**config.mk**
```make
export PLATFORM = sky130hd
export DESIGN_NAME = prsr_regs
export DESIGN_NICKNAME = d
export VERILOG_FILES = /design/src/prsr_pkg.sv /design/src/prsr_pulse_seq.sv /design/src/prsr_regs.sv
export SDC_FILE = /design/constraint.sdc
export NUM_CORES = 1
export LEC_CHECK = 0
export BUFFER_PORTS_ARGS = -buffer_cell sky130_fd_sc_hd__buf_2
export CAP_MARGIN = 20
export CORE_MARGIN = 2
export CORE_UTILIZATION = 60
export CTS_BUF_LIST = sky130_fd_sc_hd__clkbuf_4 sky130_fd_sc_hd__clkbuf_8
export DETAILED_ROUTE_END_ITERATION = 8
export PLACE_DENSITY_LB_ADDON = 0.08
export SLEW_MARGIN = 20
export SYNTH_ARGS = -nofsm -noshare
export SYNTH_HDL_FRONTEND = slang
export SYNTH_HIERARCHICAL = 1
export SYNTH_SLANG_ARGS = --single-unit
export TNS_END_PERCENT = 20
```
**constraint.sdc**
```tcl
create_clock -name core_clk -period 48.3 [get_ports core_clk]
set_input_delay 7.245 -clock core_clk [delete_from_list [all_inputs] [get_ports core_clk]]
set_output_delay 7.245 -clock core_clk [all_outputs]
set_load 0.01 [all_outputs]
```
**src/prsr_pkg.sv**
```systemverilog
// Purpose: Shared constants for the proximity result and status register block.
// Assumes: 250 MHz core clock, byte-wide register port from the serial engine.
// Notes: Offsets are byte addresses as seen on the register port.
package prsr_pkg;
  // Register offsets
  localparam logic [7:0] ADDR_PULSE_CONFIG = 8'h8f;
  localparam logic [7:0] ADDR_REVISION = 8'h91;
  localparam logic [7:0] ADDR_DEVICE_TYPE = 8'h92;
  localparam logic [7:0] ADDR_EVENT_FLAGS = 8'h9b;
  localparam logic [7:0] ADDR_RESULT_LOW = 8'h9c;
  localparam logic [7:0] ADDR_RESULT_HIGH = 8'h9d;
  // Reset values; pulse width code 3, current code 0
  localparam logic [7:0] PULSE_CONFIG_RESET = 8'h60;
  localparam logic [7:0] FLAGS_RESET = 8'h00;
  localparam logic [7:0] RESULT_RESET = 8'h00;
  localparam logic [7:0] UNMAPPED_READ = 8'h00;
  // Field positions in pulse_config
  localparam int PW_MSB = 7;
  localparam int PW_LSB = 5;
  localparam int CUR_MSB = 3;
  localparam int CUR_LSB = 0;
  // Bit positions in event_flags
  localparam int FLAG_ABOVE_HIGH = 7;
  localparam int FLAG_BELOW_LOW = 6;
  localparam int FLAG_ANY_SAT = 5;
  localparam int FLAG_PROX_EVENT = 4;
  localparam int FLAG_CAL_DONE = 3;
  localparam int FLAG_ZERO = 2;
  localparam int FLAG_EMITTER_ON_SAT = 1;
  localparam int FLAG_EMITTER_OFF_SAT = 0;
  // Legal emitter current codes
  localparam logic [3:0] CURRENT_CODE_MIN = 4'h5;
  localparam logic [3:0] CURRENT_CODE_MAX = 4'h8;
  // Pulse widths in microseconds per width code
  localparam int PULSE_WIDTH_US [8] = '{1, 2, 4, 8, 12, 16, 24, 32};
  localparam int CLK_PERIOD_NS = 4;
  localparam int NS_PER_US = 1000;
  localparam int CYCLES_PER_US = (NS_PER_US + CLK_PERIOD_NS - 1) / CLK_PERIOD_NS;
  // Result scaling with automatic pulse control
  localparam int APC_SCALE_SHIFT = 4;
  localparam logic [3:0] PERSIST_SAT = 4'hf;
  // Pulse sequencer states
  typedef enum logic [2:0] {
    PRSR_IDLE = 3'b001,
    PRSR_PULSE_ON = 3'b010,
    PRSR_PULSE_OFF = 3'b100
  } prsr_seq_state_type;
endpackage : prsr_pkg

```
**src/prsr_pulse_seq.sv**
```systemverilog
// Purpose: Emitter pulse train for one proximity cycle.
// Assumes: start, near_sat are synchronous to core_clk.
// Notes: Gap between pulses equals the pulse width.
`timescale 1ns/1ps
module prsr_pulse_seq #(
  parameter int UNIT_CYCLES = prsr_pkg::CYCLES_PER_US
) (
  input wire logic core_clk,
  input wire logic resetn,
  input wire logic start,
  input wire logic [2:0] width_sel,
  input wire logic [5:0] pulse_max,
  input wire logic apc_enable,
  input wire logic near_sat,
  output logic emitter_on,
  output logic done,
  output logic [6:0] pulse_count
);
  import prsr_pkg::*;

  // Longest pulse must fit the 16-bit tick counter; refused at elaboration
  if (UNIT_CYCLES < 1 || UNIT_CYCLES * 32 > 65535) begin : g_unit_check
    $error("UNIT_CYCLES out of range");
  end

  prsr_seq_state_type state;
  logic [15:0] width_cycles;
  logic [15:0] tick;
  logic [6:0] pulses;
  logic last_pulse;

  // Width lookup; the largest width needs 16 bits of count
  always_comb begin
    width_cycles = 16'(PULSE_WIDTH_US[width_sel] * UNIT_CYCLES);
  end

  assign last_pulse = (pulses == {1'b0, pulse_max}) || (apc_enable && near_sat);
  assign emitter_on = (state == PRSR_PULSE_ON);

  always_ff @(posedge core_clk or negedge resetn) begin
    if (!resetn) begin
      state <= PRSR_IDLE;
      tick <= 16'h0000;
      pulses <= 7'h00;
      done <= 1'b0;
      pulse_count <= 7'h00;
    end else begin
      done <= 1'b0;
      unique case (state)
        PRSR_IDLE: begin
          if (start) begin
            state <= PRSR_PULSE_ON;
            tick <= width_cycles - 16'h0001;
            pulses <= 7'h00;
          end
        end
        PRSR_PULSE_ON: begin
          if (tick == 16'h0000) begin
            if (last_pulse) begin
              state <= PRSR_IDLE;
              done <= 1'b1;
              pulse_count <= pulses + 7'h01;
            end else begin
              state <= PRSR_PULSE_OFF;
              tick <= width_cycles - 16'h0001;
            end
            pulses <= pulses + 7'h01;
          end else begin
            tick <= tick - 16'h0001;
          end
        end
        PRSR_PULSE_OFF: begin
          if (tick == 16'h0000) begin
            state <= PRSR_PULSE_ON;
            tick <= width_cycles - 16'h0001;
          end else begin
            tick <= tick - 16'h0001;
          end
        end
      endcase
    end
  end

  // Helper: length of the current high phase
  logic [15:0] on_len;
  always_ff @(posedge core_clk or negedge resetn) begin
    if (!resetn) begin
      on_len <= 16'h0000;
    end else begin
      on_len <= emitter_on ? on_len + 16'h0001 : 16'h0000;
    end
  end

  property p_pulse_width;
    @(posedge core_clk) disable iff (!resetn)
    $fell(emitter_on) |-> on_len == 16'(PULSE_WIDTH_US[$past(width_sel)] * UNIT_CYCLES);
  endproperty
  a_pulse_width: assert property (p_pulse_width) else $error("emitter pulse width wrong");

  property p_pulse_max;
    @(posedge core_clk) disable iff (!resetn)
    done |-> pulse_count <= {1'b0, pulse_max} + 7'h01;
  endproperty
  a_pulse_max: assert property (p_pulse_max) else $error("pulse count above maximum");

  c_apc_stop: cover property (@(posedge core_clk) disable iff (!resetn) done && apc_enable && pulse_count == 7'h01);
endmodule : prsr_pulse_seq

```
**src/prsr_regs.sv**
```systemverilog
// Purpose: Proximity pulse settings, identity, event flags and result registers.
// Assumes: Register port strobes come from the serial engine on core_clk.
// Notes: Engine events and config bits of other registers arrive as plain ports.
//
// Summary of operation
// - Pulse width code selects 1 to 32 us
// - Current codes 5 to 8 only legal
// - Above-high bit sets with event flag
// - Below-low bit sets with event flag
// - Saturation bit on any saturation event
// - Event flag after persistence count reached
// - Calibration-done bit on calibration finish
// - Zero bit on offset decrement, auto-adjust
// - Emitter-on saturation sets bit one
// - Emitter-off saturation sets bit zero
// - Writing one clears the flag bit
// - Status read clears all when enabled
// - Low byte read latches high byte
// - Strong signal ends pulse train early
// - Result scaled by sixteen over pulses
// - Result bytes hold fourteen-bit value
// - Pulse control off gives 10-bit packing
// - Pulse control off compares upper bits
// - Consecutive out-of-range count versus persistence
// - Read-clear enable is a config bit
`timescale 1ns/1ps
module prsr_regs #(
  parameter int PULSE_UNIT_CYCLES = prsr_pkg::CYCLES_PER_US,
  parameter logic [7:0] REVISION_CODE = 8'h0a,   // Arbitrary value
  parameter logic [7:0] DEVICE_TYPE_CODE = 8'h5c // Arbitrary value
) (
  input wire logic core_clk,
  input wire logic resetn,
  input wire logic [7:0] reg_addr,
  input wire logic reg_wr,
  input wire logic reg_rd,
  input wire logic [7:0] reg_wdata,
  output logic [7:0] reg_rdata,
  input wire logic apc_disable,
  input wire logic read_clear_enable,
  input wire logic automatic_offset_adjust,
  input wire logic [3:0] persistence_count,
  input wire logic [13:0] high_threshold,
  input wire logic [13:0] low_threshold,
  input wire logic [5:0] pulse_max,
  input wire logic cycle_start,
  input wire logic near_saturation,
  input wire logic adc_valid,
  input wire logic [9:0] adc_value,
  input wire logic ambient_sat_event,
  input wire logic reflective_sat_event,
  input wire logic calibration_done,
  input wire logic offset_decrement,
  output logic emitter_on,
  output logic [2:0] emitter_pulse_width_sel,
  output logic [3:0] emitter_current_sel,
  output logic emitter_current_legal,
  output logic [6:0] pulse_count,
  output logic [13:0] proximity_result,
  output logic proximity_event_flag
);
  import prsr_pkg::*;

  logic [7:0] pulse_config;
  logic [7:0] event_flags;
  logic [7:0] result_low_byte;
  logic [7:0] result_high_byte;
  logic [7:0] high_shadow;
  logic [3:0] persist_cnt;
  logic [3:0] next_persist_cnt;
  logic [13:0] next_result;
  logic [6:0] divisor;
  logic out_high;
  logic out_low;
  logic persist_fire;
  logic [7:0] set_vec;
  logic [7:0] clr_base;
  logic [7:0] clr_vec;
  logic wr_flags;
  logic rd_flags;

  assign wr_flags = reg_wr && (reg_addr == ADDR_EVENT_FLAGS);
  assign rd_flags = reg_rd && (reg_addr == ADDR_EVENT_FLAGS);

  // Pulse configuration register, all eight bits writable
  always_ff @(posedge core_clk or negedge resetn) begin
    if (!resetn) begin
      pulse_config <= PULSE_CONFIG_RESET;
    end else if (reg_wr && reg_addr == ADDR_PULSE_CONFIG) begin
      pulse_config <= reg_wdata;
    end
  end

  assign emitter_pulse_width_sel = pulse_config[PW_MSB:PW_LSB];
  assign emitter_current_sel = pulse_config[CUR_MSB:CUR_LSB];
  // legal current codes
  // Reserved codes are stored but flagged so the driver can refuse them
  assign emitter_current_legal = (emitter_current_sel >= CURRENT_CODE_MIN)
                                 && (emitter_current_sel <= CURRENT_CODE_MAX);

  // Pulse train; pulse control on unless config_reg_six disables it
  prsr_pulse_seq #(
    .UNIT_CYCLES(PULSE_UNIT_CYCLES)
  ) u_seq (
    .core_clk(core_clk),
    .resetn(resetn),
    .start(cycle_start),
    .width_sel(emitter_pulse_width_sel),
    .pulse_max(pulse_max),
    .apc_enable(!apc_disable),
    .near_sat(near_saturation),
    .emitter_on(emitter_on),
    .done(),
    .pulse_count(pulse_count)
  );

  // scale by 16 over pulses
  // A zero pulse count cannot occur after a train; treat it as one to avoid divide by zero
  always_comb begin
    divisor = (pulse_count == 7'h00) ? 7'h01 : pulse_count;
    if (apc_disable) begin
      next_result = {4'h0, adc_value};
    end else begin
      next_result = 14'(({4'h0, adc_value} << APC_SCALE_SHIFT) / {7'h00, divisor});
    end
  end

  always_comb begin
    if (apc_disable) begin
      out_high = adc_value[9:2] > high_threshold[7:0];
      out_low = adc_value[9:2] < low_threshold[7:0];
    end else begin
      out_high = next_result > high_threshold;
      out_low = next_result < low_threshold;
    end
  end

  always_comb begin
    if (!(out_high || out_low)) begin
      next_persist_cnt = 4'h0;
    end else if (persist_cnt == PERSIST_SAT) begin
      next_persist_cnt = PERSIST_SAT;
    end else begin
      next_persist_cnt = persist_cnt + 4'h1;
    end
    persist_fire = adc_valid && ((persistence_count == 4'h0)
                   || ((out_high || out_low) && next_persist_cnt == persistence_count));
  end

  always_ff @(posedge core_clk or negedge resetn) begin
    if (!resetn) begin
      persist_cnt <= 4'h0;
    end else if (adc_valid) begin
      persist_cnt <= next_persist_cnt;
    end
  end

  always_ff @(posedge core_clk or negedge resetn) begin
    if (!resetn) begin
      result_low_byte <= RESULT_RESET;
      result_high_byte <= RESULT_RESET;
      proximity_result <= 14'h0000;
    end else if (adc_valid) begin
      proximity_result <= next_result;
      if (apc_disable) begin
        result_low_byte <= adc_value[9:2];
        result_high_byte <= {6'h00, adc_value[1:0]};
      end else begin
        result_low_byte <= next_result[7:0];
        result_high_byte <= {2'h0, next_result[13:8]};
      end
    end
  end

  // low read latches high
  // Shadow keeps a high byte read coherent even if a new result lands between reads
  always_ff @(posedge core_clk or negedge resetn) begin
    if (!resetn) begin
      high_shadow <= RESULT_RESET;
    end else if (reg_rd && reg_addr == ADDR_RESULT_LOW) begin
      high_shadow <= result_high_byte;
    end
  end

  // Hardware events per flag bit
  always_comb begin
    set_vec = 8'h00;
    set_vec[FLAG_PROX_EVENT] = persist_fire;
    set_vec[FLAG_ABOVE_HIGH] = persist_fire && out_high;
    set_vec[FLAG_BELOW_LOW] = persist_fire && out_low;
    set_vec[FLAG_ANY_SAT] = ambient_sat_event || reflective_sat_event;
    set_vec[FLAG_CAL_DONE] = calibration_done;
    set_vec[FLAG_ZERO] = offset_decrement && automatic_offset_adjust;
    set_vec[FLAG_EMITTER_ON_SAT] = reflective_sat_event;
    set_vec[FLAG_EMITTER_OFF_SAT] = ambient_sat_event;
  end

  // Host clears; rdata samples the old flags in the same edge so the read sees them
  always_comb begin
    clr_base = wr_flags ? reg_wdata : 8'h00;
    if (rd_flags && read_clear_enable) begin
      clr_base = 8'hff;
    end
    clr_vec = clr_base;
    if (clr_base[FLAG_PROX_EVENT] && !set_vec[FLAG_PROX_EVENT]) begin
      clr_vec[FLAG_ABOVE_HIGH] = 1'b1;
      clr_vec[FLAG_BELOW_LOW] = 1'b1;
    end
  end

  always_ff @(posedge core_clk or negedge resetn) begin
    if (!resetn) begin
      event_flags <= FLAGS_RESET;
    end else begin
      event_flags <= (event_flags & ~clr_vec) | set_vec;
    end
  end

  assign proximity_event_flag = event_flags[FLAG_PROX_EVENT];

  // Read mux, registered; unmapped offsets answer zero
  always_ff @(posedge core_clk or negedge resetn) begin
    if (!resetn) begin
      reg_rdata <= UNMAPPED_READ;
    end else if (reg_rd) begin
      unique case (reg_addr)
        ADDR_PULSE_CONFIG: reg_rdata <= pulse_config;
        ADDR_REVISION: reg_rdata <= REVISION_CODE;
        ADDR_DEVICE_TYPE: reg_rdata <= DEVICE_TYPE_CODE;
        ADDR_EVENT_FLAGS: reg_rdata <= event_flags;
        ADDR_RESULT_LOW: reg_rdata <= result_low_byte;
        ADDR_RESULT_HIGH: reg_rdata <= high_shadow;
        default: reg_rdata <= UNMAPPED_READ;
      endcase
    end
  end

  property p_w1c;
    @(posedge core_clk) disable iff (!resetn)
    wr_flags && reg_wdata[FLAG_CAL_DONE] && !calibration_done |=> !event_flags[FLAG_CAL_DONE];
  endproperty
  a_w1c: assert property (p_w1c) else $error("write one did not clear flag");

  property p_set_wins;
    @(posedge core_clk) disable iff (!resetn)
    wr_flags && reg_wdata[FLAG_CAL_DONE] && calibration_done |=> event_flags[FLAG_CAL_DONE];
  endproperty
  a_set_wins: assert property (p_set_wins) else $error("clear beat a coincident set");

  property p_read_clear;
    @(posedge core_clk) disable iff (!resetn)
    rd_flags && read_clear_enable && set_vec == 8'h00 |=> event_flags == 8'h00 && reg_rdata == $past(event_flags);
  endproperty
  a_read_clear: assert property (p_read_clear) else $error("read clear failed");

  property p_high_needs_event;
    @(posedge core_clk) disable iff (!resetn)
    event_flags[FLAG_ABOVE_HIGH] || event_flags[FLAG_BELOW_LOW] |-> event_flags[FLAG_PROX_EVENT];
  endproperty
  a_high_needs_event: assert property (p_high_needs_event) else $error("threshold bit without event");

  property p_sat;
    @(posedge core_clk) disable iff (!resetn)
    ambient_sat_event |=> event_flags[FLAG_ANY_SAT] && event_flags[FLAG_EMITTER_OFF_SAT];
  endproperty
  a_sat: assert property (p_sat) else $error("saturation flags not set");

  property p_result_apc;
    @(posedge core_clk) disable iff (!resetn)
    adc_valid && !apc_disable && pulse_count == 7'h10
      |=> {result_high_byte[5:0], result_low_byte} == {4'h0, $past(adc_value)};
  endproperty
  a_result_apc: assert property (p_result_apc) else $error("scaled result wrong");

  property p_result_raw;
    @(posedge core_clk) disable iff (!resetn)
    adc_valid && apc_disable |=> {result_low_byte, result_high_byte[1:0]} == $past(adc_value)
      && result_high_byte[7:2] == 6'h00;
  endproperty
  a_result_raw: assert property (p_result_raw) else $error("10-bit packing wrong");

  property p_latch;
    @(posedge core_clk) disable iff (!resetn)
    reg_rd && reg_addr == ADDR_RESULT_LOW ##1 reg_rd && reg_addr == ADDR_RESULT_HIGH
      |=> reg_rdata == $past(result_high_byte, 2);
  endproperty
  a_latch: assert property (p_latch) else $error("high byte not coherent");

  property p_pers_every;
    @(posedge core_clk) disable iff (!resetn)
    adc_valid && persistence_count == 4'h0 |=> event_flags[FLAG_PROX_EVENT];
  endproperty
  a_pers_every: assert property (p_pers_every) else $error("persistence zero missed event");

  c_high_event: cover property (@(posedge core_clk) disable iff (!resetn) $rose(event_flags[FLAG_ABOVE_HIGH]));
  c_read_clear: cover property (@(posedge core_clk) disable iff (!resetn) rd_flags && read_clear_enable
    && event_flags != 8'h00);
  c_latch: cover property (@(posedge core_clk) disable iff (!resetn) reg_rd && reg_addr == ADDR_RESULT_HIGH);
endmodule : prsr_regs

```
# Yosys cells after proc, flatten, opt, wreduce, memory -nomap -nowiden
# Memory sizes are Yosys's and may differ from the RTL's.
# Cells that the tools add are included.
# word_totals
reg_bits,99
latch_bits,0
ram_bits,0
mem_bits_ro,256
input_bits,78
output_inout_bits,39
wordCells,100
mem_count,1
# op_classes
n_addsub,4
mul,1
n_div,1
n_lt_le_gt_ge,7
eq_ne,16
shifts,0
muxes,27
bitwise,4
reduce_logical,27
# mem_list
memory,depth,width,rd,rd_clocked_by_memory_dff,write_ports,line,rtl
(no name shown),8,32,1,0,0,prsr_pulse_seq.sv:34,width_cycles = 16'(PULSE_WIDTH_US[width_sel] * UNIT_CYCLES);
# ops
operator,count
2-to-1 mux 16 bit,4
2-to-1 mux 32 bit,2
equality test 8 bit (second input constant),6
case mux 16 bit (3 select lines),1
case mux 8 bit (6 select lines),1
multiplier 32 x 8 -> 15 bit (second input constant),1
subtractor 16 x 1 -> 16 bit (second input constant),2
2-to-1 mux 8 bit,3
2-to-1 mux 7 bit,3
zero test 16 bit,1
divider 14 x 7 -> 14 bit,1
> comparator 14 bit,1
less-than comparator 14 bit,1
2-to-1 mux 14 bit,1
case mux 7 bit (2 select lines),1
logical AND 1 bit,13
2-to-1 mux 3 bit,4
case mux 3 bit (3 select lines),1
AND reduction 3 bit,3
AND 8 bit,1
> comparator 8 bit,1
less-than comparator 8 bit,1
2-to-1 mux 4 bit,2
inverter 8 bit,1
other kinds (25),31

# Depth between registers and ports, before layout
# Gate-level depths: netlist of run 1.
# depth
word_depth,18
mapped_depth,142
mapped_depth_nobuf,133

# By module
# The synthesis of run 1 kept the hierarchy.
# modules_own_cells
module,instances,cells_each,area_per_inst_um2,seq_area_each_um2
prsr_regs,1,1078,8712.1,1453.9
prsr_pulse_seq,1,413,3445.8,852.1

# Least setup slack after synthesis of run 1
# Ideal clock, no wire load.
# synth_timing
path_type,input -> register
startpoint,input adc_value[9]
endpoint,register event_flags[7]
setup_time_ps,126
t_arrival_ps,32400
t_required_ps,48174
setup_slack_ps,15773
cell_stages,131
path_buffers,8
cell_sequence,ha_1 -> a31oi_1 -> ha_1 -> nor4b_1 -> a211oi_1 -> a22oi_1 -> inv_1 -> ha_1 -> or2_2 -> o221a_2 -> mux2i_1 -> ha_1 -> or3_1 -> o22a_1 -> a22o_1 -> o22a_1 -> ha_1 -> o21a_1 -> (+95 left out) -> a211oi_2 -> nand3_1 -> o21ai_1 -> ha_1 -> nor2b_1 -> o21ai_0 -> nand2b_1 -> a21oi_1 -> nor2b_1 -> o21ai_0 -> nand2b_1 -> a21oi_1 -> a221o_1 -> o21ai_0 -> nor2_1 -> o21ai_2 -> o21ai_2 -> a21oi_1
# synth_between
elab_chain_len,16
elab_cells_between_ends,21
cone_classes,div: 1; order compare: 4; eq/ne: 1; mux: 5; bitwise: 3; reduce/logical: 7
# synth_rtl
element,line,rtl
from (decl),prsr_regs.sv:49,"input wire logic [9:0] adc_value,"
divider 14 x 7 -> 14 bit,prsr_regs.sv:124,"next_result = 14'(({4'h0, adc_value} << APC_SCALE_SHIFT) / {7'h00, divisor});"
2-to-1 mux 14 bit,prsr_regs.sv:121,if (apc_disable) begin
> comparator 14 bit / less-than comparator 14 bit (equally long branches),"prsr_regs.sv:133, prsr_regs.sv:134",
2-to-1 mux 1 bit,prsr_regs.sv:129,if (apc_disable) begin
logical OR 1 bit,"prsr_regs.sv:139, prsr_regs.sv:147",
2-to-1 mux 4 bit,prsr_regs.sv:139,if (!(out_high || out_low)) begin
equality test 4 bit,prsr_regs.sv:147,|| ((out_high || out_low) && next_persist_cnt == persistence_count));
logical AND 1 bit,prsr_regs.sv:147,
logical OR 1 bit,prsr_regs.sv:147,
logical AND 1 bit,prsr_regs.sv:146,persist_fire = adc_valid && ((persistence_count == 4'h0)
zero test 1 bit,prsr_regs.sv:205,if (clr_base[FLAG_PROX_EVENT] && !set_vec[FLAG_PROX_EVENT]) begin
logical AND 1 bit,prsr_regs.sv:205,
2-to-1 mux 2 bit,prsr_regs.sv:205,
inverter 8 bit,prsr_regs.sv:215,event_flags <= (event_flags & ~clr_vec) | set_vec;
AND 8 bit,prsr_regs.sv:215,
OR 8 bit (*),prsr_regs.sv:215,
to (signal assigned),prsr_regs.sv:215,
to (decl),prsr_regs.sv:65,logic [7:0] event_flags;
# Mark *: on every way between the ends. The rest lies on a longest branch, timed or not.
# A chain may end at the register's enable or synchronous reset.

# Worst setup path after layout of run 1
# layout_timing
startpoint,input adc_value[9]
endpoint,register event_flags[6]
# Same word-level chain as after synthesis.

==> impl_results.html, run 1 <==
<table>
<tr><th>Metric</th><th>Value</th></tr>
<tr><th colspan="2">Final layout</th></tr>
<tr><td>Area Growth Syn to Fin</td><td>7.11%</td></tr>
<tr><td>Post-layout nets</td><td>1,808</td></tr>
<tr><td>Ant. Diodes</td><td>0</td></tr>
<tr><td>Ratio of cells with drive above 1 in the final layout</td><td>16.0%</td></tr>
<tr><th colspan="2">Clock tree</th></tr>
<tr><td>Max clock buf depth</td><td>2</td></tr>
<tr><td>Post-cts repair resize count</td><td>0</td></tr>
<tr><td>Root buffer selected by CTS</td><td>sky130_fd_sc_hd__clkbuf_8</td></tr>
<tr><td>Clock latency of the later-clocked register in the worst-skew pair</td><td>between 400 and 500 ps</td></tr>
<tr><td>CTS hold repair buffers</td><td>0</td></tr>
<tr><td>TritonCTS clock tree</td><td>built</td></tr>
<tr><td>H-tree depth</td><td>3</td></tr>
<tr><td>Post-CTS setup buffer count</td><td>0</td></tr>
<tr><td>Number of CTS-inserted buffers</td><td>9</td></tr>
<tr><td>Clock slew at the register clock pins of the worst setup and hold paths</td><td>110 ps</td></tr>
<tr><td>Clock net sink count</td><td>91</td></tr>
<tr><th colspan="2">Routing</th></tr>
<tr><td>Final routed wirelength across all metal layers</td><td>32,600 um</td></tr>
<tr><td>Post-detailed-route wirelength per cell</td><td>17.8 um</td></tr>
<tr><td>Routed length on met2</td><td>15,000 um</td></tr>
<tr><td>DR vias</td><td>11,500</td></tr>
<tr><td>DRC Markers</td><td>0</td></tr>
<tr><td>Router iterations before antenna repair</td><td>5</td></tr>
<tr><td>Top layer reached by signal wires</td><td>met4</td></tr>
<tr><td>Number of violations reported at the end of detailed-routing iteration 0</td><td>around 860</td></tr>
<tr><td>Antenna Nets Post-Route</td><td>0</td></tr>
<tr><td>Mean number of vias per cell</td><td>6.24</td></tr>
<tr><td>Met3 wirelength from detailed routing</td><td>1850 um</td></tr>
<tr><td>Routed metal-1 wirelength</td><td>15,300 um</td></tr>
<tr><th colspan="2">Floorplanning</th></tr>
<tr><td>Die boundary width</td><td>146 um</td></tr>
<tr><td>Placeable core area</td><td>20,000 um2</td></tr>
<tr><td>Die outline height</td><td>146 um</td></tr>
<tr><td>Row count</td><td>between 50 and 60</td></tr>
<tr><td>Initial Util</td><td>60.5%</td></tr>
<tr><td>Die area</td><td>around 21,000 um2</td></tr>
<tr><td># IOs</td><td>117</td></tr>
<tr><th colspan="2">Critical path</th></tr>
<tr><td>Kind of start point of the critical path</td><td>input port</td></tr>
<tr><td>Setup Crit Path Kind</td><td>input port to register</td></tr>
<tr><td>Worst stage delay on the critical path</td><td>roughly 800 ps</td></tr>
<tr><td>Critical path data arrival time</td><td>35,890 ps</td></tr>
<tr><td>Critical path peak fanout</td><td>18</td></tr>
<tr><td>Crit. End Element</td><td>register</td></tr>
<tr><td>Critical path's most frequent cell</td><td>sky130_fd_sc_hd__ha_1</td></tr>
<tr><td>Worst path required time</td><td>48,590 ps</td></tr>
<tr><td>Master of the slowest instance on the critical path</td><td>sky130_fd_sc_hd__nor4_4</td></tr>
<tr><th colspan="2">Synth</th></tr>
<tr><td>Synthesized net count</td><td>1,736</td></tr>
<tr><td>Mapped Avg Cell Area</td><td>8.14 um2</td></tr>
<tr><td>Syn Std Cell Area</td><td>12,100 um2</td></tr>
<tr><td>Number of instances in the synthesized netlist</td><td>roughly 1,500</td></tr>
<tr><td>Synth Warn #</td><td>6</td></tr>
<tr><th colspan="2">STA</th></tr>
<tr><td>Part of the cycle the worst path needs</td><td>73.7%</td></tr>
<tr><td>Remaining max-slew budget at the tightest pin</td><td>35.6%</td></tr>
<tr><td>Final setup TNS</td><td>0 ps</td></tr>
<tr><td>Setup violation total in the final timing report</td><td>0</td></tr>
<tr><td>Upper clock frequency limit</td><td>between 0.02 and 0.03 GHz</td></tr>
<tr><td>Unrepaired setup endpoints after global routing</td><td>no</td></tr>
<tr><td>Final hold violation count</td><td>0</td></tr>
<tr><td>Tightest Pin Transition</td><td>~970 ps</td></tr>
<tr><td>Final period demand of the worst path</td><td>35,600 ps</td></tr>
<tr><td>Final Max Slew Viols</td><td>0</td></tr>
<tr><td>Clock tree skew after final layout</td><td>28.1 ps</td></tr>
<tr><th colspan="2">Place</th></tr>
<tr><td>Detailed placement HPWL</td><td>25,700 um</td></tr>
<tr><td>Last weighted congestion value of the routability-driven placer</td><td>0.968</td></tr>
<tr><td>Port-buffer cells</td><td>116</td></tr>
<tr><th colspan="2">GRT</th></tr>
<tr><td>Global-route wire length before repair</td><td>53,300 um</td></tr>
<tr><td>Global-route usage over all layers</td><td>a little under a third</td></tr>
<tr><td>Number of antenna violations at the first check in global routing</td><td>0</td></tr>
<tr><td>Via count of the first global-routing pass</td><td>10,700</td></tr>
<tr><td>Total congestion overflow</td><td>0</td></tr>
<tr><td>Maximum number of pins on one net before global-route repair</td><td>76</td></tr>
<tr><th colspan="2">Flow run</th></tr>
<tr><td>Max capacitance violation total</td><td>0</td></tr>
<tr><th colspan="2">Hold path</th></tr>
<tr><td>Worst min-delay path class</td><td>register to register</td></tr>
<tr><th colspan="2">Status</th></tr>
<tr><td>Outcome</td><td>complete, no violations</td></tr>
</table>
## cells in the final DEF (no fill, tap or decap), types with 8 or more instances in the layout
master and instances:
sky130_fd_sc_hd__o31ai_1 16, sky130_fd_sc_hd__a211oi_1 13, sky130_fd_sc_hd__nand2_1 110, sky130_fd_sc_hd__nand3_1 39
sky130_fd_sc_hd__and2_1 18, sky130_fd_sc_hd__nor2_1 114, sky130_fd_sc_hd__clkbuf_8 9, sky130_fd_sc_hd__fa_1 9
sky130_fd_sc_hd__nor3_1 55, sky130_fd_sc_hd__dfrtp_1 88, sky130_fd_sc_hd__nand4_1 14, sky130_fd_sc_hd__ha_1 159
sky130_fd_sc_hd__nor4_1 15, sky130_fd_sc_hd__o21a_1 35, sky130_fd_sc_hd__mux2i_1 23, sky130_fd_sc_hd__xor2_1 24
sky130_fd_sc_hd__a21o_1 33, sky130_fd_sc_hd__and3_1 17, sky130_fd_sc_hd__nand2b_1 22, sky130_fd_sc_hd__inv_1 97
sky130_fd_sc_hd__mux2_2 54, sky130_fd_sc_hd__o22ai_1 11, sky130_fd_sc_hd__xnor2_1 41, sky130_fd_sc_hd__o21ai_0 92
sky130_fd_sc_hd__o21ai_1 13, sky130_fd_sc_hd__a21oi_1 88, sky130_fd_sc_hd__a31oi_1 15, sky130_fd_sc_hd__buf_2 115
sky130_fd_sc_hd__nor2b_1 26, sky130_fd_sc_hd__nand3b_1 8, sky130_fd_sc_hd__or3_1 15
## worst paths after layout
kind,from,endpoint,slack [ps],depth (start not counted)
worst max-delay path,adc_value[9],event_flags[6],12700,125
worst min-delay path,result_low_byte[7],result_low_byte[7],500,1
worst max register to register,u_seq/pulse_count[4],event_flags[6],18140,127
worst min register to register,result_low_byte[7],result_low_byte[7],500,1
max in group asynchronous,resetn,u_seq/tick[5],40370,2
min in group asynchronous,resetn,reg_rdata[3],6680,1
## sequential cells by signal, summed over array words and instances (netlist names)
| register | flops |
|---|---|
| u_seq/pulses | 7 |
| high_shadow | 6 |
| u_seq/tick | 16 |
| result_high_byte | 2 |
| reg_rdata | 8 |
| u_seq/pulse_count | 7 |
| u_seq/state | 3 |
| result_low_byte | 8 |
| persist_cnt | 4 |
| pulse_config | 8 |
| event_flags | 8 |
| proximity_result | 14 |
## metal layers
layer | track usage [%] | vias up
met5 | 0 | -
met4 | 6.80 | 0
met3 | 3.47 | 35
met2 | 50.6 | 333
met1 | 41.8 | 5419
li1 | - | 5681
## metrics by stage
stage          hold WS (ps)  util (%)  area (um2)  instances  setup WS (ps)
3_3_place_gp            480      63.8       12800       1821          13440
2_1_floorplan           451         -       12100       1490          15770
3_5_place_dp            484      63.8       12800       1821          12380
6_report                503      64.8       13000       1837          12700
5_1_grt                 516      64.8       13000       1837          10360
4_1_cts                 508      64.8       13000       1837          12740
## cell type report
type / count / area (um2)
multi-input cells: 1241 / 9190
fillers: 1821 / 7040
flip-flops and latches: 91 / 2280
repair buffers: 119 / 606
inverters: 100 / 377
well taps: 270 / 338
clock buffers: 9 / 124
clock inverters: 7 / 81.3
## worst max-delay path: cells and delay by family
| kind | cells | cell delay [ps] |
|---|---|---|
| AOI/OAI and AO/OA | 66 | 13860 |
| muxes | 6 | 1850 |
| and+or+nand+nor | 33 | 7870 |
| buffers and inverters | 4 | 530 |
| adders and majority gates | 16 | 4480 |
Power of run 1 is not shown: default switching activity piles up to over one toggle a cycle in this logic, so the estimate is an artifact.
==> run 2: changes to the inputs <==
--- a/config.mk
+++ b/config.mk
@@ -5,6 +5,7 @@
 export SDC_FILE = /design/constraint.sdc
 export NUM_CORES = 1
 export LEC_CHECK = 0
+export ABC_AREA = 1
 export BUFFER_PORTS_ARGS = -buffer_cell sky130_fd_sc_hd__buf_2
 export CAP_MARGIN = 20
 export CORE_MARGIN = 2
==> constraint.sdc (replaced) <==
create_clock -name core_clk -period 33.1 [get_ports core_clk]
set_input_delay 4.965 -clock core_clk [delete_from_list [all_inputs] [get_ports core_clk]]
set_output_delay 4.965 -clock core_clk [all_outputs]
set_load 0.01 [all_outputs]
==> impl_results.html, run 2 <==
<table>
<tr><th>Metric</th><th>Value</th></tr>
<tr><th colspan="2">Final layout</th></tr>
<tr><td>Leading registers by flop count</td><td>u_seq/tick (16), proximity_result (14)</td></tr>
<tr><td>Flip-flop count of the largest register, all copies and words added</td><td>16 (unchanged)</td></tr>
<tr><td>Most used cells in the layout excluding fill and tap cells</td><td>521 x sky130_fd_sc_hd__nand2_1, 256 x sky130_fd_sc_hd__inv_1, 159 x sky130_fd_sc_hd__ha_1, 127 x sky130_fd_sc_hd__nand3_1, 118 x sky130_fd_sc_hd__nor2_1</td></tr>
<tr><td>Ant. Diodes</td><td>0 (unchanged)</td></tr>
<tr><td>Post-layout nets</td><td>2,193 (+21%)</td></tr>
<tr><td>Top register by number of flip-flops</td><td>u_seq/tick</td></tr>
<tr><td>Area Growth Syn to Fin</td><td>7.36%</td></tr>
<tr><td>Ratio of cells with drive above 1 in the final layout</td><td>14.3% (-1.7 points)</td></tr>
<tr><td>Most common cell after layout, fill and taps aside</td><td>sky130_fd_sc_hd__nand2_1</td></tr>
<tr><th colspan="2">Routing</th></tr>
<tr><td>Post-detailed-route wirelength per cell</td><td>14.5 um (-18%)</td></tr>
<tr><td>DR vias</td><td>12,200 (+6.1%)</td></tr>
<tr><td>Router iterations before antenna repair</td><td>5 (unchanged)</td></tr>
<tr><td>DRC Markers</td><td>0 (unchanged)</td></tr>
<tr><td>Mean number of vias per cell</td><td>5.48 (-12%)</td></tr>
<tr><td>Antenna Nets Post-Route</td><td>0 (unchanged)</td></tr>
<tr><td>Number of violations reported at the end of detailed-routing iteration 0</td><td>749 (-13%)</td></tr>
<tr><td>Final routed wirelength across all metal layers</td><td>32,300 um (-1.1%)</td></tr>
<tr><th colspan="2">STA</th></tr>
<tr><td>Clock tree skew after final layout</td><td>9.82 ps (-18.3 ps)</td></tr>
<tr><td>Final Max Slew Viols</td><td>0 (unchanged)</td></tr>
<tr><td>Unrepaired setup endpoints after global routing</td><td>no</td></tr>
<tr><td>Final hold violation count</td><td>0 (unchanged)</td></tr>
<tr><td>Upper clock frequency limit</td><td>0.0350 GHz</td></tr>
<tr><td>Tightest Pin Transition</td><td>966 ps (-0.805 ps)</td></tr>
<tr><td>Part of the cycle the worst path needs</td><td>86.4%</td></tr>
<tr><td>Remaining max-slew budget at the tightest pin</td><td>34.8% (-0.76 points)</td></tr>
<tr><td>Final period demand of the worst path</td><td>28,590 ps</td></tr>
<tr><td>Final setup TNS</td><td>0 ps (unchanged)</td></tr>
<tr><td>Setup violation total in the final timing report</td><td>0 (unchanged)</td></tr>
<tr><th colspan="2">Floorplanning</th></tr>
<tr><td>Die boundary width</td><td>147 um (+0.52%)</td></tr>
<tr><td>Placeable core area</td><td>20,200 um2 (+0.65%)</td></tr>
<tr><td>Row count</td><td>52 (unchanged)</td></tr>
<tr><td># IOs</td><td>117 (unchanged)</td></tr>
<tr><td>Die area</td><td>21,600 um2 (+1.0%)</td></tr>
<tr><td>Initial Util</td><td>60.8% (+0.25 points)</td></tr>
<tr><td>Die outline height</td><td>147 um (+0.52%)</td></tr>
<tr><th colspan="2">Critical path</th></tr>
<tr><td>Buffers plus inverters on the worst setup path</td><td>19 (+15)</td></tr>
<tr><td>Crit. End Element</td><td>register</td></tr>
<tr><td>Worst reg-to-reg setup slack</td><td>7780 ps (-10,360 ps)</td></tr>
<tr><td>Critical path data arrival time</td><td>28,870 ps (-7020 ps)</td></tr>
<tr><td>Worst path required time</td><td>33,380 ps (-15,210 ps)</td></tr>
<tr><td>Worst stage delay on the critical path</td><td>430 ps (-370 ps)</td></tr>
<tr><td>Critical path's most frequent cell</td><td>sky130_fd_sc_hd__nand2_1</td></tr>
<tr><td>Setup Crit Path Kind</td><td>input port to register</td></tr>
<tr><td>Kind of start point of the critical path</td><td>input port</td></tr>
<tr><td>CP delay by family, top</td><td>simple AND/OR/NAND/NOR gates</td></tr>
<tr><td>Master of the slowest instance on the critical path</td><td>sky130_fd_sc_hd__nor2_1</td></tr>
<tr><td>Critical path peak fanout</td><td>13 (-5)</td></tr>
<tr><th colspan="2">GRT</th></tr>
<tr><td>Maximum number of pins on one net before global-route repair</td><td>77 (+1.3%)</td></tr>
<tr><td>Number of antenna violations at the first check in global routing</td><td>0 (unchanged)</td></tr>
<tr><td>Via count of the first global-routing pass</td><td>11,300 (+5.9%)</td></tr>
<tr><td>Global-route wire length before repair</td><td>53,900 um (+1.1%)</td></tr>
<tr><td>Total congestion overflow</td><td>0 (unchanged)</td></tr>
<tr><td>Global-route usage over all layers</td><td>30.1% (+0.046 points)</td></tr>
<tr><th colspan="2">Place</th></tr>
<tr><td>Detailed placement HPWL</td><td>26,100 um (+1.6%)</td></tr>
<tr><td>Port-buffer cells</td><td>116 (unchanged)</td></tr>
<tr><td>Last weighted congestion value of the routability-driven placer</td><td>0.947 (-2.2%)</td></tr>
<tr><th colspan="2">Synth</th></tr>
<tr><td>Syn Std Cell Area</td><td>12,300 um2 (+1.1%)</td></tr>
<tr><td>Number of instances in the synthesized netlist</td><td>1,860 (+25%)</td></tr>
<tr><td>Synth Warn #</td><td>6 (unchanged)</td></tr>
<tr><td>Synthesized net count</td><td>2,106 (+21%)</td></tr>
<tr><td>Mapped Avg Cell Area</td><td>6.59 um2 (-19%)</td></tr>
<tr><th colspan="2">Clock tree</th></tr>
<tr><td>Number of CTS-inserted buffers</td><td>9 (unchanged)</td></tr>
<tr><td>Max clock buf depth</td><td>2 (unchanged)</td></tr>
<tr><td>Clock latency of the later-clocked register in the worst-skew pair</td><td>380 ps (-30 ps)</td></tr>
<tr><td>Clock slew at the register clock pins of the worst setup and hold paths</td><td>110 ps (about the same)</td></tr>
<tr><td>Clock net sink count</td><td>91 (unchanged)</td></tr>
<tr><td>Post-cts repair resize count</td><td>0 (unchanged)</td></tr>
<tr><td>H-tree depth</td><td>3 (unchanged)</td></tr>
<tr><td>CTS hold repair buffers</td><td>0 (unchanged)</td></tr>
<tr><td>Post-CTS setup buffer count</td><td>0 (unchanged)</td></tr>
<tr><td>Root buffer selected by CTS</td><td>sky130_fd_sc_hd__clkbuf_8</td></tr>
<tr><td>TritonCTS clock tree</td><td>built</td></tr>
<tr><th colspan="2">Hold path</th></tr>
<tr><td>Worst min-delay path class</td><td>register to register</td></tr>
<tr><th colspan="2">Flow run</th></tr>
<tr><td>Max capacitance violation total</td><td>0 (unchanged)</td></tr>
<tr><th colspan="2">Status</th></tr>
<tr><td>Outcome</td><td>complete, no violations</td></tr>
</table>
-- run 2: layout make-up --
cell class / count / area (um2)
Timing Repair Buffer: 119 / 606
Tap cell: 270 / 338
Clock buffer: 9 / 124
Sequential cell: 91 / 2280
Clock inverter: 7 / 70.1
Fill cell: 1948 / 7010
Multi-Input combinational cell: 1447 / 8690
Inverter: 279 / 1050
-- run 2: worst paths after layout --
| path | start | end | depth (start not counted) |
|---|---|---|---|
| max | adc_value[9] | event_flags[7] | 174 |
| min | reg_rdata[4] | reg_rdata[4] | 1 |
| max reg2reg | u_seq/pulse_count[6] | event_flags[7] | 178 |
| min reg2reg | reg_rdata[4] | reg_rdata[4] | 1 |
| max in group asynchronous | resetn | high_shadow[2] | 2 |
| min in group asynchronous | resetn | u_seq/state[2] | 1 |
-- run 2: per-stage QoR --
step           hold slack (ps)  setup WS, ps  utilization (%)  area [um2]  cells
2_1_floorplan              453          7760                -       12300   1860
3_3_place_gp               461          5640             64.2       13000   2206
3_5_place_dp               461          4460             64.3       13000   2206
4_1_cts                    486          4820             65.2       13200   2222
5_1_grt                    521          1260             65.3       13200   2222
6_report                   481          4510             65.3       13200   2222
-- run 2: routing by layer --
metal	GRT usage [%]	routed length [um]	vias to the layer above
met3	3.35	1790	39
met4	7.74	637	0
met2	51.5	15100	313
met1	41.0	14800	5551
li1	-	-	6265
met5	0	0	-
Power of run 2 is left out for the same reason.
==> run 3: changes to the inputs <==
==> constraint.sdc (replaced) <==
create_clock -name core_clk -period 33.1 [get_ports core_clk]
set_input_delay 6.62 -clock core_clk [delete_from_list [all_inputs] [get_ports core_clk]]
set_output_delay 6.62 -clock core_clk [all_outputs]
set_load 0.01 [all_outputs]
==> impl_results.html, run 3 (synthesized netlist as in run 2, its figures left out) <==
<table>
<tr><th>Metric</th><th>Value</th></tr>
<tr><th colspan="2">Routing</th></tr>
<tr><td>Top layer reached by signal wires</td><td>met4</td></tr>
<tr><td>Post-detailed-route wirelength per cell</td><td>14.5 um (+0.14%)</td></tr>
<tr><td>Met3 wirelength from detailed routing</td><td>1890 um (+6.0%)</td></tr>
<tr><td>DR vias</td><td>12,200 (+0.51%)</td></tr>
<tr><td>Routed metal-1 wirelength</td><td>14,600 um (-1.5%)</td></tr>
<tr><td>Routed length on met2</td><td>14,900 um (-0.96%)</td></tr>
<tr><td>Number of violations reported at the end of detailed-routing iteration 0</td><td>751 (+0.27%)</td></tr>
<tr><td>Router iterations before antenna repair</td><td>5 (unchanged)</td></tr>
<tr><td>DRC Markers</td><td>0 (unchanged)</td></tr>
<tr><td>Final routed wirelength across all metal layers</td><td>32,300 um (+0.14%)</td></tr>
<tr><td>Mean number of vias per cell</td><td>5.50 (+0.51%)</td></tr>
<tr><td>Antenna Nets Post-Route</td><td>0 (unchanged)</td></tr>
<tr><th colspan="2">Critical path</th></tr>
<tr><td>Setup Crit Path Kind</td><td>input port to register</td></tr>
<tr><td>Critical path's most frequent cell</td><td>sky130_fd_sc_hd__nand2_1</td></tr>
<tr><td>Crit Reg-Reg Startpoint</td><td>u_seq/pulse_count[6]</td></tr>
<tr><td>Master of the slowest instance on the critical path</td><td>sky130_fd_sc_hd__nor2_2</td></tr>
<tr><td>Worst reg-to-reg setup slack</td><td>7880 ps (+100 ps)</td></tr>
<tr><td>Worst path required time</td><td>33,390 ps (about the same)</td></tr>
<tr><td>Critical path peak fanout</td><td>13 (unchanged)</td></tr>
<tr><td>Crit. End Element</td><td>register</td></tr>
<tr><td>Worst stage delay on the critical path</td><td>400 ps (-30 ps)</td></tr>
<tr><td>Kind of start point of the critical path</td><td>input port</td></tr>
<tr><td>Critical path data arrival time</td><td>30,410 ps (+1540 ps)</td></tr>
<tr><td>Number of cells traversed by the worst register-to-register path</td><td>178 (unchanged)</td></tr>
<tr><td>Capture instance of the worst register-to-register path</td><td>event_flags[6]</td></tr>
<tr><th colspan="2">STA</th></tr>
<tr><td>Final hold violation count</td><td>0 (unchanged)</td></tr>
<tr><td>Clock tree skew after final layout</td><td>21.6 ps (+11.7 ps)</td></tr>
<tr><td>Upper clock frequency limit</td><td>0.0332 GHz (-5.1%)</td></tr>
<tr><td>Final Max Slew Viols</td><td>0 (unchanged)</td></tr>
<tr><td>Part of the cycle the worst path needs</td><td>91.0% (+4.6 points)</td></tr>
<tr><td>Unrepaired setup endpoints after global routing</td><td>no</td></tr>
<tr><td>Setup violation total in the final timing report</td><td>0 (unchanged)</td></tr>
<tr><td>Final period demand of the worst path</td><td>30,120 ps (+1540 ps)</td></tr>
<tr><td>Remaining max-slew budget at the tightest pin</td><td>33.0% (-1.7 points)</td></tr>
<tr><td>Tightest Pin Transition</td><td>992 ps (+25.8 ps)</td></tr>
<tr><td>Final setup TNS</td><td>0 ps (unchanged)</td></tr>
<tr><th colspan="2">Floorplanning</th></tr>
<tr><td>Die outline height</td><td>147 um (unchanged)</td></tr>
<tr><td>Row count</td><td>52 (unchanged)</td></tr>
<tr><td>Placeable core area</td><td>20,200 um2 (unchanged)</td></tr>
<tr><td># IOs</td><td>117 (unchanged)</td></tr>
<tr><td>Die area</td><td>21,600 um2 (unchanged)</td></tr>
<tr><td>Die boundary width</td><td>147 um (unchanged)</td></tr>
<tr><td>Initial Util</td><td>60.8% (unchanged)</td></tr>
<tr><th colspan="2">Clock tree</th></tr>
<tr><td>CTS hold repair buffers</td><td>0 (unchanged)</td></tr>
<tr><td>Max clock buf depth</td><td>2 (unchanged)</td></tr>
<tr><td>Post-cts repair resize count</td><td>0 (unchanged)</td></tr>
<tr><td>H-tree depth</td><td>3 (unchanged)</td></tr>
<tr><td>TritonCTS clock tree</td><td>built</td></tr>
<tr><td>Clock latency of the later-clocked register in the worst-skew pair</td><td>390 ps (about the same)</td></tr>
<tr><td>Number of CTS-inserted buffers</td><td>9 (unchanged)</td></tr>
<tr><td>Clock net sink count</td><td>91 (unchanged)</td></tr>
<tr><td>Root buffer selected by CTS</td><td>sky130_fd_sc_hd__clkbuf_8</td></tr>
<tr><td>Post-CTS setup buffer count</td><td>0 (unchanged)</td></tr>
<tr><td>Clock slew at the register clock pins of the worst setup and hold paths</td><td>120 ps (about the same)</td></tr>
<tr><th colspan="2">Status</th></tr>
<tr><td>Outcome</td><td>complete, no violations</td></tr>
<tr><th colspan="2">Hold path</th></tr>
<tr><td>Startpoint of the lowest-slack hold path</td><td>reg_rdata[2]</td></tr>
<tr><td>Worst min-delay path class</td><td>register to register</td></tr>
<tr><td>End point of the worst hold path</td><td>reg_rdata[2]</td></tr>
<tr><td>Hold Path Stages</td><td>2 (+1)</td></tr>
<tr><th colspan="2">Final layout</th></tr>
<tr><td>Ratio of cells with drive above 1 in the final layout</td><td>14.3% (unchanged)</td></tr>
<tr><td>Most used cells in the layout excluding fill and tap cells</td><td>521 x sky130_fd_sc_hd__nand2_1, 256 x sky130_fd_sc_hd__inv_1, 159 x sky130_fd_sc_hd__ha_1, 127 x sky130_fd_sc_hd__nand3_1, 118 x sky130_fd_sc_hd__nor2_1</td></tr>
<tr><td>Ant. Diodes</td><td>0 (unchanged)</td></tr>
<tr><td>Leading registers by flop count</td><td>u_seq/tick (16), proximity_result (14)</td></tr>
<tr><td>Most common cell after layout, fill and taps aside</td><td>sky130_fd_sc_hd__nand2_1</td></tr>
<tr><td>Flip-flop count of the largest register, all copies and words added</td><td>16 (unchanged)</td></tr>
<tr><td>Area Growth Syn to Fin</td><td>7.43% (about the same)</td></tr>
<tr><td>Post-layout nets</td><td>2,193 (unchanged)</td></tr>
<tr><td>Fillers</td><td>1,891 (-2.9%)</td></tr>
<tr><td>Top register by number of flip-flops</td><td>u_seq/tick</td></tr>
<tr><th colspan="2">GRT</th></tr>
<tr><td>Number of antenna violations at the first check in global routing</td><td>0 (unchanged)</td></tr>
<tr><td>Global-route usage over all layers</td><td>30.3% (+0.14 points)</td></tr>
<tr><td>Via count of the first global-routing pass</td><td>11,600 (+2.7%)</td></tr>
<tr><td>Global-route wire length before repair</td><td>54,100 um (+0.49%)</td></tr>
<tr><td>Total congestion overflow</td><td>0 (unchanged)</td></tr>
<tr><td>Maximum number of pins on one net before global-route repair</td><td>59 (-23%)</td></tr>
<tr><th colspan="2">Place</th></tr>
<tr><td>Port-buffer cells</td><td>116 (unchanged)</td></tr>
<tr><td>Detailed placement HPWL</td><td>26,200 um (+0.61%)</td></tr>
<tr><td>Last weighted congestion value of the routability-driven placer</td><td>0.949 (+0.22%)</td></tr>
<tr><th colspan="2">Flow run</th></tr>
<tr><td>Max capacitance violation total</td><td>0 (unchanged)</td></tr>
</table>
## run 3: cell count changes in the layout (fill, tap and decap cells not counted)
cell                         change
sky130_fd_sc_hd__clkinv_4        -1
sky130_fd_sc_hd__clkinv_8        +1
sky130_fd_sc_hd__clkinvlp_4      -1
sky130_fd_sc_hd__inv_6           +1
## run 3: cell type report
type                       count  area, um2  area share (%)
clock buffer                   9        124           0.940
clock inverter                 7       78.8           0.598
inverter                     279       1050            7.98
multi-input combinational   1447       8690            66.0
sequential                    91       2280            17.3
tap                          270        338            2.56
timing repair buffer         119        606            4.60
## run 3: routing by layer
layer / global-route usage (%) / vias up
li1: - / 6278
met1: 40.5 / 5552
met2: 51.4 / 339
met4: 10.2 / 0
met3: 3.23 / 61
met5: 0 / -
## run 3: how the worst max path moves through the flow
stage | from | endpoint | slack (ps) | depth (start not counted)
3_5_place_dp | adc_value[9] | event_flags[6] | 2880 | 172
6_report | adc_value[9] | event_flags[6] | 2980 | 174
2_1_floorplan | adc_value[9] | event_flags[6] | 6110 | 179
4_1_cts | adc_value[9] | event_flags[6] | 3290 | 172
5_1_grt | adc_value[9] | event_flags[6] | 80 | 176
3_3_place_gp | adc_value[9] | event_flags[7] | 3980 | 172
## run 3: critical path, delay by kind of cell
family	cells	cell delay [ps]
adder cells (fa/ha/maj)	15	4470
buffers and inverters	19	1960
AO/OA/AOI/OAI	40	6390
AND/OR/NAND/NOR	100	10850
## run 3: stage by stage
step / instances / setup slack, ps / hold slack (ps) / area [um2] / utilization [%]
5_1_grt: 2222 / 82.2 / 523 / 13200 / 65.3
4_1_cts: 2222 / 3290 / 499 / 13200 / 65.3
3_3_place_gp: 2206 / 3980 / 460 / 13000 / 64.2
6_report: 2222 / 2980 / 494 / 13200 / 65.3
3_5_place_dp: 2206 / 2880 / 467 / 13000 / 64.3
2_1_floorplan: 1860 / 6110 / 453 / 12300 / -
Power of run 3 is left out for the same reason.
